File: src/verilog/segrd_pkg.sv
// Package with constants and types of the stacking-check guard
package segrd_pkg;
    // Host build variants
    typedef enum logic [1:0] {
        SEGRD_HOST_FIRST = 2'h0,
        SEGRD_HOST_SECOND = 2'h1,
        SEGRD_HOST_SINGLE = 2'h3
    } segrd_host_t;

    // Link mode: x16 or graphics decoded on a first-type host, x1 on a single-bank host
    typedef enum logic [1:0] {
        SEGRD_MODE_NONE = 2'h0,
        SEGRD_MODE_X16 = 2'h1,
        SEGRD_MODE_GFX = 2'h3,
        SEGRD_MODE_X1 = 2'h2
    } segrd_mode_t;

    // Sequencer states, Gray coded along the reset, settle, run path
    typedef enum logic [1:0] {
        SEGRD_ST_RESET = 2'h0,
        SEGRD_ST_SETTLE = 2'h1,
        SEGRD_ST_RUN = 2'h3,
        SEGRD_ST_ERROR = 2'h2
    } segrd_state_t;

    localparam int SEGRD_NUM_SENSE = 3;
    localparam int SEGRD_SENSE_ZERO = 0;
    localparam int SEGRD_SENSE_ONE = 1;
    localparam int SEGRD_SENSE_TWO = 2;

    // Settle time after reset release before the lines are trusted
    localparam int SEGRD_CLK_MHZ = 100;
    localparam int SEGRD_SETTLE_NS = 1000;
    localparam int SEGRD_SETTLE_CYC = (SEGRD_SETTLE_NS * SEGRD_CLK_MHZ + 999) / 1000;

    // Lamp blink half period in cycles
    localparam int SEGRD_BLINK_HALF_MS = 250;
    localparam int SEGRD_BLINK_HALF_CYC = SEGRD_BLINK_HALF_MS * SEGRD_CLK_MHZ * 1000;

    // Register map, byte addresses
    localparam logic [7:0] SEGRD_ADDR_STATUS = 8'h00;
    localparam logic [7:0] SEGRD_ADDR_IRQ_STAT = 8'h04;
    localparam logic [7:0] SEGRD_ADDR_IRQ_MASK = 8'h08;
    localparam logic [7:0] SEGRD_ADDR_CTRL = 8'h0c;

    // Status fields
    localparam int SEGRD_ST_ERR_BIT = 0;
    localparam int SEGRD_ST_RUN_BIT = 1;
    localparam int SEGRD_ST_MODE_LSB = 2;
    localparam int SEGRD_ST_SENSE_LSB = 4;

    // Event bits
    localparam int SEGRD_EV_ERR = 0;
    localparam int SEGRD_EV_RUN = 1;
    localparam int SEGRD_NUM_EV = 2;

    // Control fields
    localparam int SEGRD_CTRL_LAMP_EN = 0;
    localparam logic [31:0] SEGRD_CTRL_RESET = 32'h0000_0001;
endpackage

File: src/verilog/segrd_sense_if.sv
// Interface carrying the synchronised sense lines between guard modules
`timescale 1ns/1ps
interface segrd_sense_if;
    logic [2:0] level;
    logic [2:0] changed;
    modport src (output level, output changed);
    modport dst (input level, input changed);
endinterface

File: src/verilog/segrd_sync.sv
// Three-flop synchroniser for the stack sense lines
`timescale 1ns/1ps
module segrd_sync #(
    parameter int WIDTH = 3
) (
    input wire logic sys_clk_i, // System clock
    input wire logic rst_i, // Async reset, active high
    input wire logic [WIDTH-1:0] pin_i, // Raw pin levels
    segrd_sense_if.src sense // Settled levels
);
    logic [WIDTH-1:0] meta;
    logic [WIDTH-1:0] mid;
    logic [WIDTH-1:0] last;
    logic [WIDTH-1:0] stable;

    // A level counts once stage two and three agree
    genvar g;
    generate
        for (g = 0; g < WIDTH; g++) begin : g_bit
            always_ff @(posedge sys_clk_i or posedge rst_i) begin
                if (rst_i) begin
                    meta[g] <= 1'b1;
                    mid[g] <= 1'b1;
                    last[g] <= 1'b1;
                    stable[g] <= 1'b1;
                end else begin
                    meta[g] <= pin_i[g];
                    mid[g] <= meta[g];
                    last[g] <= mid[g];
                    if (mid[g] == last[g]) begin
                        stable[g] <= last[g];
                    end
                end
            end
        end
    endgenerate

    assign sense.level = stable;
    assign sense.changed = (mid == last) ? (last ^ stable) : '0;
endmodule

File: src/verilog/segrd_blink.sv
// Blink generator for the stacking error lamp
`timescale 1ns/1ps
module segrd_blink #(
    parameter int HALF_CYC = 25000000
) (
    input wire logic sys_clk_i, // System clock
    input wire logic rst_i, // Async reset, active high
    input wire logic run_i, // Blink while high
    output logic lamp_o // Lamp drive, registered
);
    logic [31:0] cnt;
    wire logic wrap = (cnt >= 32'(HALF_CYC - 1));

    always_ff @(posedge sys_clk_i or posedge rst_i) begin
        if (rst_i) begin
            cnt <= 32'h0;
            lamp_o <= 1'b0;
        end else if (!run_i) begin
            cnt <= 32'h0;
            lamp_o <= 1'b0;
        end else if (wrap) begin
            cnt <= 32'h0;
            lamp_o <= ~lamp_o;
        end else begin
            cnt <= cnt + 32'h1;
        end
    end
endmodule

File: src/verilog/segrd_top.sv
// Stacking-check guard: samples sense lines at reset and gates system bring-up
// What this block does; R9, R11 and R12 are for the peripherals
// First-type host: sense zero low at reset is a stacking error, high is normal.
// First-type host: sense one or two low selects x16, high selects graphics.
// Second-type host: sense one low or sense two high is a stacking error.
// Incompatible peripherals, as the sense decode shows, keep the system in reset.
// While a stacking error stands, the whole system stays in reset.
// Disk and low-pin-count signals stay undriven until no error is confirmed.
// A stacking error may be shown to the user by a blinking lamp.
// Express link signals are best kept undriven while reset is asserted.
// Peripherals keep disk and low-pin-count lines undriven during link reset.
// Single-bank host has no sense lines; only x1 and serial bus, no decode.
// Peripherals pick transmit, receive and clock from upper or lower connector.
// A module using links of a group shifts the rest for the next module.
// Host sets one signaling level on all signaling-voltage pins for everyone.
// Sense inputs are synchronised; decode is latched once the settle time after release ends, held until reset.
`timescale 1ns/1ps
module segrd_top #(
    parameter segrd_pkg::segrd_host_t HOST_TYPE = segrd_pkg::SEGRD_HOST_FIRST,
    parameter bit VOLT_HIGH = 1'b0,
    parameter int BLINK_HALF_CYC = segrd_pkg::SEGRD_BLINK_HALF_CYC
) (
    input wire logic sys_clk_i, // 100 MHz system clock
    input wire logic rst_i, // Async reset, active high
    input wire logic [2:0] stack_sense_lines_i, // Sense pins zero, one, two
    input wire logic [7:0] reg_addr_i, // Register byte address
    input wire logic [31:0] reg_wdata_i, // Register write data
    input wire logic reg_wr_i, // Write strobe
    input wire logic reg_rd_i, // Read strobe
    output logic [31:0] reg_rdata_o, // Read data, cycle after strobe
    output logic irq_o, // Level interrupt
    output logic sys_reset_o, // System reset hold, active high
    output logic link_reset_n_o, // Express link reset, active low
    output logic link_oe_n_o, // Express link drive enable, active low
    output logic special_oe_n_o, // Disk/low-pin-count drive enable, active low
    output logic disk_power_enable_n_o, // Disk power enable, active low
    output logic [1:0] link_mode_o, // Granted link mode
    output logic graphics_alt_function_o, // Graphics alternate function enable
    output logic signaling_voltage_pin_o, // Common signaling level select
    output logic error_lamp_o // Blinking error lamp
);
    import segrd_pkg::*;
    segrd_sense_if sense_bus ();
    segrd_state_t state;
    segrd_state_t next_state;
    logic [15:0] settle_cnt;
    logic err_latched;
    segrd_mode_t mode_latched;
    logic [2:0] sense_latched;
    logic [SEGRD_NUM_EV-1:0] irq_stat;
    logic [SEGRD_NUM_EV-1:0] irq_mask;
    logic [31:0] ctrl;
    logic lamp_raw;

    segrd_sync #(
        .WIDTH(SEGRD_NUM_SENSE)
    ) u_sync (
        .sys_clk_i(sys_clk_i),
        .rst_i(rst_i),
        .pin_i(stack_sense_lines_i),
        .sense(sense_bus.src)
    );

    // Decode of the settled lines
    wire logic s0 = sense_bus.level[SEGRD_SENSE_ZERO];
    wire logic s1 = sense_bus.level[SEGRD_SENSE_ONE];
    wire logic s2 = sense_bus.level[SEGRD_SENSE_TWO];
    wire logic single_bank = (HOST_TYPE == SEGRD_HOST_SINGLE);
    wire logic err_first = !s0;
    wire logic err_second = !s1 || s2;
    // Error means an incompatible peripheral in the stack
    wire logic decode_err = single_bank ? 1'b0 :
        (HOST_TYPE == SEGRD_HOST_FIRST) ? err_first : err_second; // see R4
    wire segrd_mode_t decode_mode = single_bank ? SEGRD_MODE_X1 :
        (HOST_TYPE != SEGRD_HOST_FIRST) ? SEGRD_MODE_NONE :
        (!s1 || !s2) ? SEGRD_MODE_X16 :
        SEGRD_MODE_GFX; // see R2

    // Sequencer
    wire logic settled = (settle_cnt >= 16'(SEGRD_SETTLE_CYC));
    always_comb begin
        next_state = state;
        unique case (state)
            SEGRD_ST_RESET: next_state = SEGRD_ST_SETTLE;
            SEGRD_ST_SETTLE: begin
                if (settled) begin
                    next_state = decode_err ? SEGRD_ST_ERROR : SEGRD_ST_RUN;
                end
            end
            SEGRD_ST_RUN: next_state = SEGRD_ST_RUN;
            SEGRD_ST_ERROR: next_state = SEGRD_ST_ERROR;
        endcase
    end

    wire logic latch_now = (state == SEGRD_ST_SETTLE) && settled;
    always_ff @(posedge sys_clk_i or posedge rst_i) begin
        if (rst_i) begin
            state <= SEGRD_ST_RESET;
            settle_cnt <= 16'h0;
            err_latched <= 1'b0;
            mode_latched <= SEGRD_MODE_NONE;
            sense_latched <= 3'h0;
        end else begin
            state <= next_state;
            if (state == SEGRD_ST_SETTLE && !settled) begin
                settle_cnt <= settle_cnt + 16'h1;
            end
            // Captured once, held until next reset
            if (latch_now) begin
                err_latched <= decode_err;
                mode_latched <= decode_mode;
                sense_latched <= sense_bus.level;
            end
        end
    end

    // Register bus decode
    wire logic hit_status = (reg_addr_i == SEGRD_ADDR_STATUS);
    wire logic hit_stat = (reg_addr_i == SEGRD_ADDR_IRQ_STAT);
    wire logic hit_mask = (reg_addr_i == SEGRD_ADDR_IRQ_MASK);
    wire logic hit_ctrl = (reg_addr_i == SEGRD_ADDR_CTRL);
    wire logic [SEGRD_NUM_EV-1:0] ev_set = {latch_now && !decode_err, latch_now && decode_err};
    wire logic [SEGRD_NUM_EV-1:0] ev_clr = (reg_wr_i && hit_stat) ?
        reg_wdata_i[SEGRD_NUM_EV-1:0] : '0;
    wire logic [31:0] status_word = {24'h0, 1'b0, sense_latched, mode_latched,
        state == SEGRD_ST_RUN, err_latched};
    wire logic [31:0] rd_mux = hit_status ? status_word :
        hit_stat ? {30'h0, irq_stat} :
        hit_mask ? {30'h0, irq_mask} :
        hit_ctrl ? ctrl : 32'h0;

    always_ff @(posedge sys_clk_i or posedge rst_i) begin
        if (rst_i) begin
            irq_stat <= '0;
            irq_mask <= '0;
            ctrl <= SEGRD_CTRL_RESET;
            reg_rdata_o <= 32'h0;
            irq_o <= 1'b0;
        end else begin
            // Set wins over a simultaneous write-one clear
            irq_stat <= (irq_stat & ~ev_clr) | ev_set;
            if (reg_wr_i && hit_mask) begin
                irq_mask <= reg_wdata_i[SEGRD_NUM_EV-1:0];
            end
            if (reg_wr_i && hit_ctrl) begin
                ctrl <= {31'h0, reg_wdata_i[SEGRD_CTRL_LAMP_EN]};
            end
            reg_rdata_o <= reg_rd_i ? rd_mux : 32'h0;
            irq_o <= |(irq_stat & irq_mask);
        end
    end

    // Lamp shows the error only if software leaves it enabled
    wire logic blink_run = (state == SEGRD_ST_ERROR) && ctrl[SEGRD_CTRL_LAMP_EN];
    segrd_blink #(
        .HALF_CYC(BLINK_HALF_CYC)
    ) u_blink (
        .sys_clk_i(sys_clk_i),
        .rst_i(rst_i),
        .run_i(blink_run),
        .lamp_o(lamp_raw)
    );

    // Pin side: all but the signaling level and the lamp held off until a clean decode, never released on error
    wire logic running = (state == SEGRD_ST_RUN);
    always_ff @(posedge sys_clk_i or posedge rst_i) begin
        if (rst_i) begin
            sys_reset_o <= 1'b1;
            link_reset_n_o <= 1'b0;
            link_oe_n_o <= 1'b1;
            special_oe_n_o <= 1'b1;
            disk_power_enable_n_o <= 1'b1;
            link_mode_o <= SEGRD_MODE_NONE;
            graphics_alt_function_o <= 1'b0;
            signaling_voltage_pin_o <= 1'b0;
            error_lamp_o <= 1'b0;
        end else begin
            sys_reset_o <= !running;
            link_reset_n_o <= running;
            link_oe_n_o <= !running;
            special_oe_n_o <= !running || single_bank; // see R6
            disk_power_enable_n_o <= !running || single_bank;
            link_mode_o <= running ? mode_latched : SEGRD_MODE_NONE;
            graphics_alt_function_o <= running && (mode_latched == SEGRD_MODE_GFX);
            signaling_voltage_pin_o <= VOLT_HIGH;
            error_lamp_o <= lamp_raw;
        end
    end

    // Checks
    property p_err_holds_reset;
        @(posedge sys_clk_i) disable iff (rst_i) (state == SEGRD_ST_ERROR) |=> sys_reset_o;
    endproperty
    a_err_holds_reset: assert property (p_err_holds_reset)
        else $error("system left reset during stacking error");
    property p_special_off;
        @(posedge sys_clk_i) disable iff (rst_i) err_latched |-> ##1 special_oe_n_o && disk_power_enable_n_o;
    endproperty
    a_special_off: assert property (p_special_off)
        else $error("special signals driven despite stacking error");
    property p_first_err;
        @(posedge sys_clk_i) disable iff (rst_i)
            latch_now && HOST_TYPE == SEGRD_HOST_FIRST && !s0 |=> state == SEGRD_ST_ERROR;
    endproperty
    a_first_err: assert property (p_first_err)
        else $error("low sense zero not taken as error");
    property p_second_err;
        @(posedge sys_clk_i) disable iff (rst_i)
            latch_now && HOST_TYPE == SEGRD_HOST_SECOND && (!s1 || s2) |=> err_latched;
    endproperty
    a_second_err: assert property (p_second_err)
        else $error("second host error decode missed");
    property p_x16;
        @(posedge sys_clk_i) disable iff (rst_i)
            latch_now && HOST_TYPE == SEGRD_HOST_FIRST && s0 && !s1 |=> ##1 link_mode_o == SEGRD_MODE_X16;
    endproperty
    a_x16: assert property (p_x16)
        else $error("x16 mode not granted");
    property p_hold;
        @(posedge sys_clk_i) disable iff (rst_i) (state == SEGRD_ST_RUN) |=> $stable(err_latched) && $stable(mode_latched);
    endproperty
    a_hold: assert property (p_hold)
        else $error("latched decode changed before reset");
    property p_link_quiet;
        @(posedge sys_clk_i) disable iff (rst_i) !link_reset_n_o |-> link_oe_n_o;
    endproperty
    a_link_quiet: assert property (p_link_quiet)
        else $error("link driven during link reset");
    property p_single;
        @(posedge sys_clk_i) disable iff (rst_i) single_bank && running |=> link_mode_o == SEGRD_MODE_X1 && !err_latched;
    endproperty
    a_single: assert property (p_single)
        else $error("single bank decode wrong");
    property p_lamp_off;
        @(posedge sys_clk_i) disable iff (rst_i) running |-> ##2 !error_lamp_o;
    endproperty
    a_lamp_off: assert property (p_lamp_off)
        else $error("lamp on without error");
    property p_settle;
        @(posedge sys_clk_i) disable iff (rst_i) $rose(state == SEGRD_ST_SETTLE) |-> ##[1:120] state != SEGRD_ST_SETTLE;
    endproperty
    a_settle: assert property (p_settle)
        else $error("settle took too long");
    c_run: cover property (@(posedge sys_clk_i) disable iff (rst_i) $rose(state == SEGRD_ST_RUN));
    c_err: cover property (@(posedge sys_clk_i) disable iff (rst_i) $rose(state == SEGRD_ST_ERROR));
    c_gfx: cover property (@(posedge sys_clk_i) disable iff (rst_i) $rose(graphics_alt_function_o));
    c_irq: cover property (@(posedge sys_clk_i) disable iff (rst_i) $rose(irq_o));
endmodule

File: config.mk
export PLATFORM = sky130hd
export DESIGN_NAME = segrd_top
export DESIGN_NICKNAME = d
export VERILOG_FILES = /design/src/verilog/segrd_pkg.sv /design/src/verilog/segrd_sense_if.sv /design/src/verilog/segrd_sync.sv /design/src/verilog/segrd_blink.sv /design/src/verilog/segrd_top.sv
export SDC_FILE = /design/constraint.sdc
export NUM_CORES = 1
export LEC_CHECK = 0
export BUFFER_PORTS_ARGS = -buffer_cell sky130_fd_sc_hd__buf_2
export CORE_MARGIN = 2
export CORE_UTILIZATION = 47
export DETAILED_ROUTE_END_ITERATION = 8
export HOLD_SLACK_MARGIN = 0.05
export PLACE_DENSITY = 0.74
export SETUP_SLACK_MARGIN = 0.05
export SYNTH_ARGS = -nofsm -noshare
export SYNTH_HDL_FRONTEND = slang
export SYNTH_HIERARCHICAL = 1
export SYNTH_SLANG_ARGS = --single-unit
File: constraint.sdc
create_clock -name sys_clk_i -period 4.96 [get_ports sys_clk_i]
set_input_delay 0.248 -clock sys_clk_i [delete_from_list [all_inputs] [get_ports sys_clk_i]]
set_output_delay 0.248 -clock sys_clk_i [all_outputs]
set_load 0.01 [all_outputs]
==> impl_metrics.csv <==
group,metric,value,unit
power,p_int,1050,µW
power,power.share.switching,21.1,%
logic_synthesis,synthCells,319,
flow_run,maxCapViolCount,0,
timing,period_share,47.3,%
timing,period_minus_slack,2350,ps
grt,grt_start_max_net_pins,44,
timing,slew_violations,0,
placement,portBuffers,33,
critical_path,crit_slowest_cell,"o21ai_2",
final_layout,diodes,0,
timing,skew,13.5,ps
logic_synthesis,ys_warn_count,6,
grt,antenna_found_initial,0,
final_layout,area_growth,11.1,%
hold_path,hold_class,"in -> reg",
timing,fin_tns_setup,0,ps
power,p_total,1330,µW
timing,setup_viol,0,
timing,worst_pin_slew,998,ps
critical_path,cp_max_fo,24,
clock_tree,cts.clk_slew.worst_paths,90,ps
critical_path,critPathKind,"reg -> reg",
power,ir_drop,0.000197,V
floorplanning,dieArea,8770,µm²
route,drc_errors,0,
placement,place_area,3930,µm²
logic_synthesis,synth_area,3780,µm²
critical_path,path_cells,"ha_1, nand2_1, nor2_1, nor4_2, o21ai_2, mux2_4",
grt,grt_pass1_wl,10.1,mm
critical_path,cp-start-kind,"flop",
timing,maxSlewHeadroom,33.5,%
final_layout,most-common-layout-cells,"dfrtp_1, nor2_1, conb_1, buf_2, nand2_1",
final_layout,nets,409,
power,netSwitchingPower,281,µW
floorplanning,initial_core_util,48.6,%
grt,first_global_vias,2252,
floorplanning,coreArea,7770,µm²
clock_tree,numCtsBuffers,9,
clock_tree,clock-sinks,88,
route,ant_nets,0,
power,power.density,316,nW/µm²
route,firstDrtPassIters,4,
placement,place_congestion,0.846,
route,routed_via_density,4.76,
final_layout,layout_commonest_cell,"dfrtp_1",
critical_path,crit_path_max_incr_delay,790,ps
power,clkPwrFrac,40.7,%
power,power_leakage,0.00201,µW
floorplanning,dieHeight,93.7,µm
grt,track_usage,15.0,%
critical_path,crit_required,5200,ps
clock_tree,root_buffer,"clkbuf_8",
final_layout,final_cell_area,4200,µm²
power,p_seq_share,55.7,%
route,routed_wl,5.64,mm
floorplanning,num_io_pins,90,
timing,finalHoldViolations,0,
clock_tree,cts.path.max_buffers,2,
clock_tree,clock_latency,350,ps
power,combPwrFrac,3.6,%
route,drt_first_iter_violations,136,
final_layout,drive_gt1_share,23.4,%
timing,rsz0062_at_grt,"false",
critical_path,worstSetupEndpointType,"flop",
clock_tree,cts_tree,"done",
floorplanning,die_w,93.7,µm
clock_tree,htreeDepth,3,
timing,clock.fmax,426,MHz
grt,grt-ovfl-total,0,
route,post_drt_wl_per_cell,12.1,µm
route,vias,2220,
floorplanning,rows,32,
logic_synthesis,synthesis.area_per_instance,11.8,µm²
critical_path,arrival,2580,ps
run_status,status,"finished, final reports clean",
placement,dp_hpwl,3.98,mm
-- power by group through the flow --
stage	logic [µW]	clock network, µW	registers [µW]
2_1_floorplan	45.1	0	752
3_3_place_gp	44.7	0	754
3_5_place_dp	45.9	0	754
4_1_cts	48.5	560	741
5_1_grt	55.2	594	742
6_report	47.4	541	740
-- flip-flops by register name, summed over array words and instances, names as in the netlist, 2 cells and up --
register            flops
u_sync/mid              3
link_mode_o             2
u_sync/last             3
u_blink/cnt            32
mode_latched            2
irq_stat                2
u_sync/meta             3
sense_latched           3
reg_rdata_o             7
state                   2
irq_mask                2
settle_cnt             16
u_sync/sense.level      3
-- through the flow --
| stage | std cells | hold slack, ps | setup WS [ps] | utilization (%) |
|---|---|---|---|---|
| after floorplan | 350 | 252 | 3290 | - |
| after global placement | 446 | 346 | 2630 | 50.6 |
| after detailed placement | 446 | 347 | 2580 | 50.6 |
| after CTS | 466 | 109 | 2560 | 54.0 |
| after global routing | 466 | 113 | 2370 | 54.0 |
| final | 466 | 138 | 2610 | 54.0 |
-- layout make-up --
| type | instances | area, µm² |
|---|---|---|
| fillers | 664 | 3570 |
| inverters | 13 | 48.8 |
| flip-flops and latches | 88 | 2220 |
| clock buffers | 10 | 138 |
| multi-input cells | 208 | 1350 |
| well taps | 102 | 128 |
| repair buffers | 39 | 220 |
| clock inverters | 6 | 92.6 |
-- final timing paths --
| path | from | to | slack (ps) | cells past startpoint |
|---|---|---|---|---|
| worst max-delay path | u_blink/cnt[0] | u_blink/lamp_o | 2610 | 6 |
| worst min-delay path | reg_addr_i[2] | reg_rdata_o[3] | 140 | 2 |
| worst max register to register | u_blink/cnt[0] | u_blink/lamp_o | 2610 | 6 |
| worst min register to register | u_sync/meta[1] | u_sync/mid[1] | 360 | 0 |
| max in group asynchronous | rst_i | special_oe_n_o | 4010 | 4 |
| min in group asynchronous | rst_i | u_blink/cnt[24] | 550 | 4 |
-- timing repair --
item	CTS	global route
hold endpoints to repair	72	0
hold buffers	4	0
setup buffers	0	0
gates resized for setup	0	0
-- per-layer routing --
layer  global-route usage [%]  vias to the layer above  wire, µm
met5                        0                        -         0
met4                     5.07                        0        38
met3                     6.42                        2       243
met2                     23.9                       41      2740
met1                     18.4                     1089      2620
li1                         -                     1088         -
-- worst max-delay path: cells and delay by family, from the launching register on --
kind                       cells  cell delay [ps]
AOI/OAI and AO/OA              1              790
adders and majority gates      1              240
DFF                            1              380
muxes                          1              350
and+or+nand+nor                3              470
Note: power is estimated with default switching activity, not from simulation.
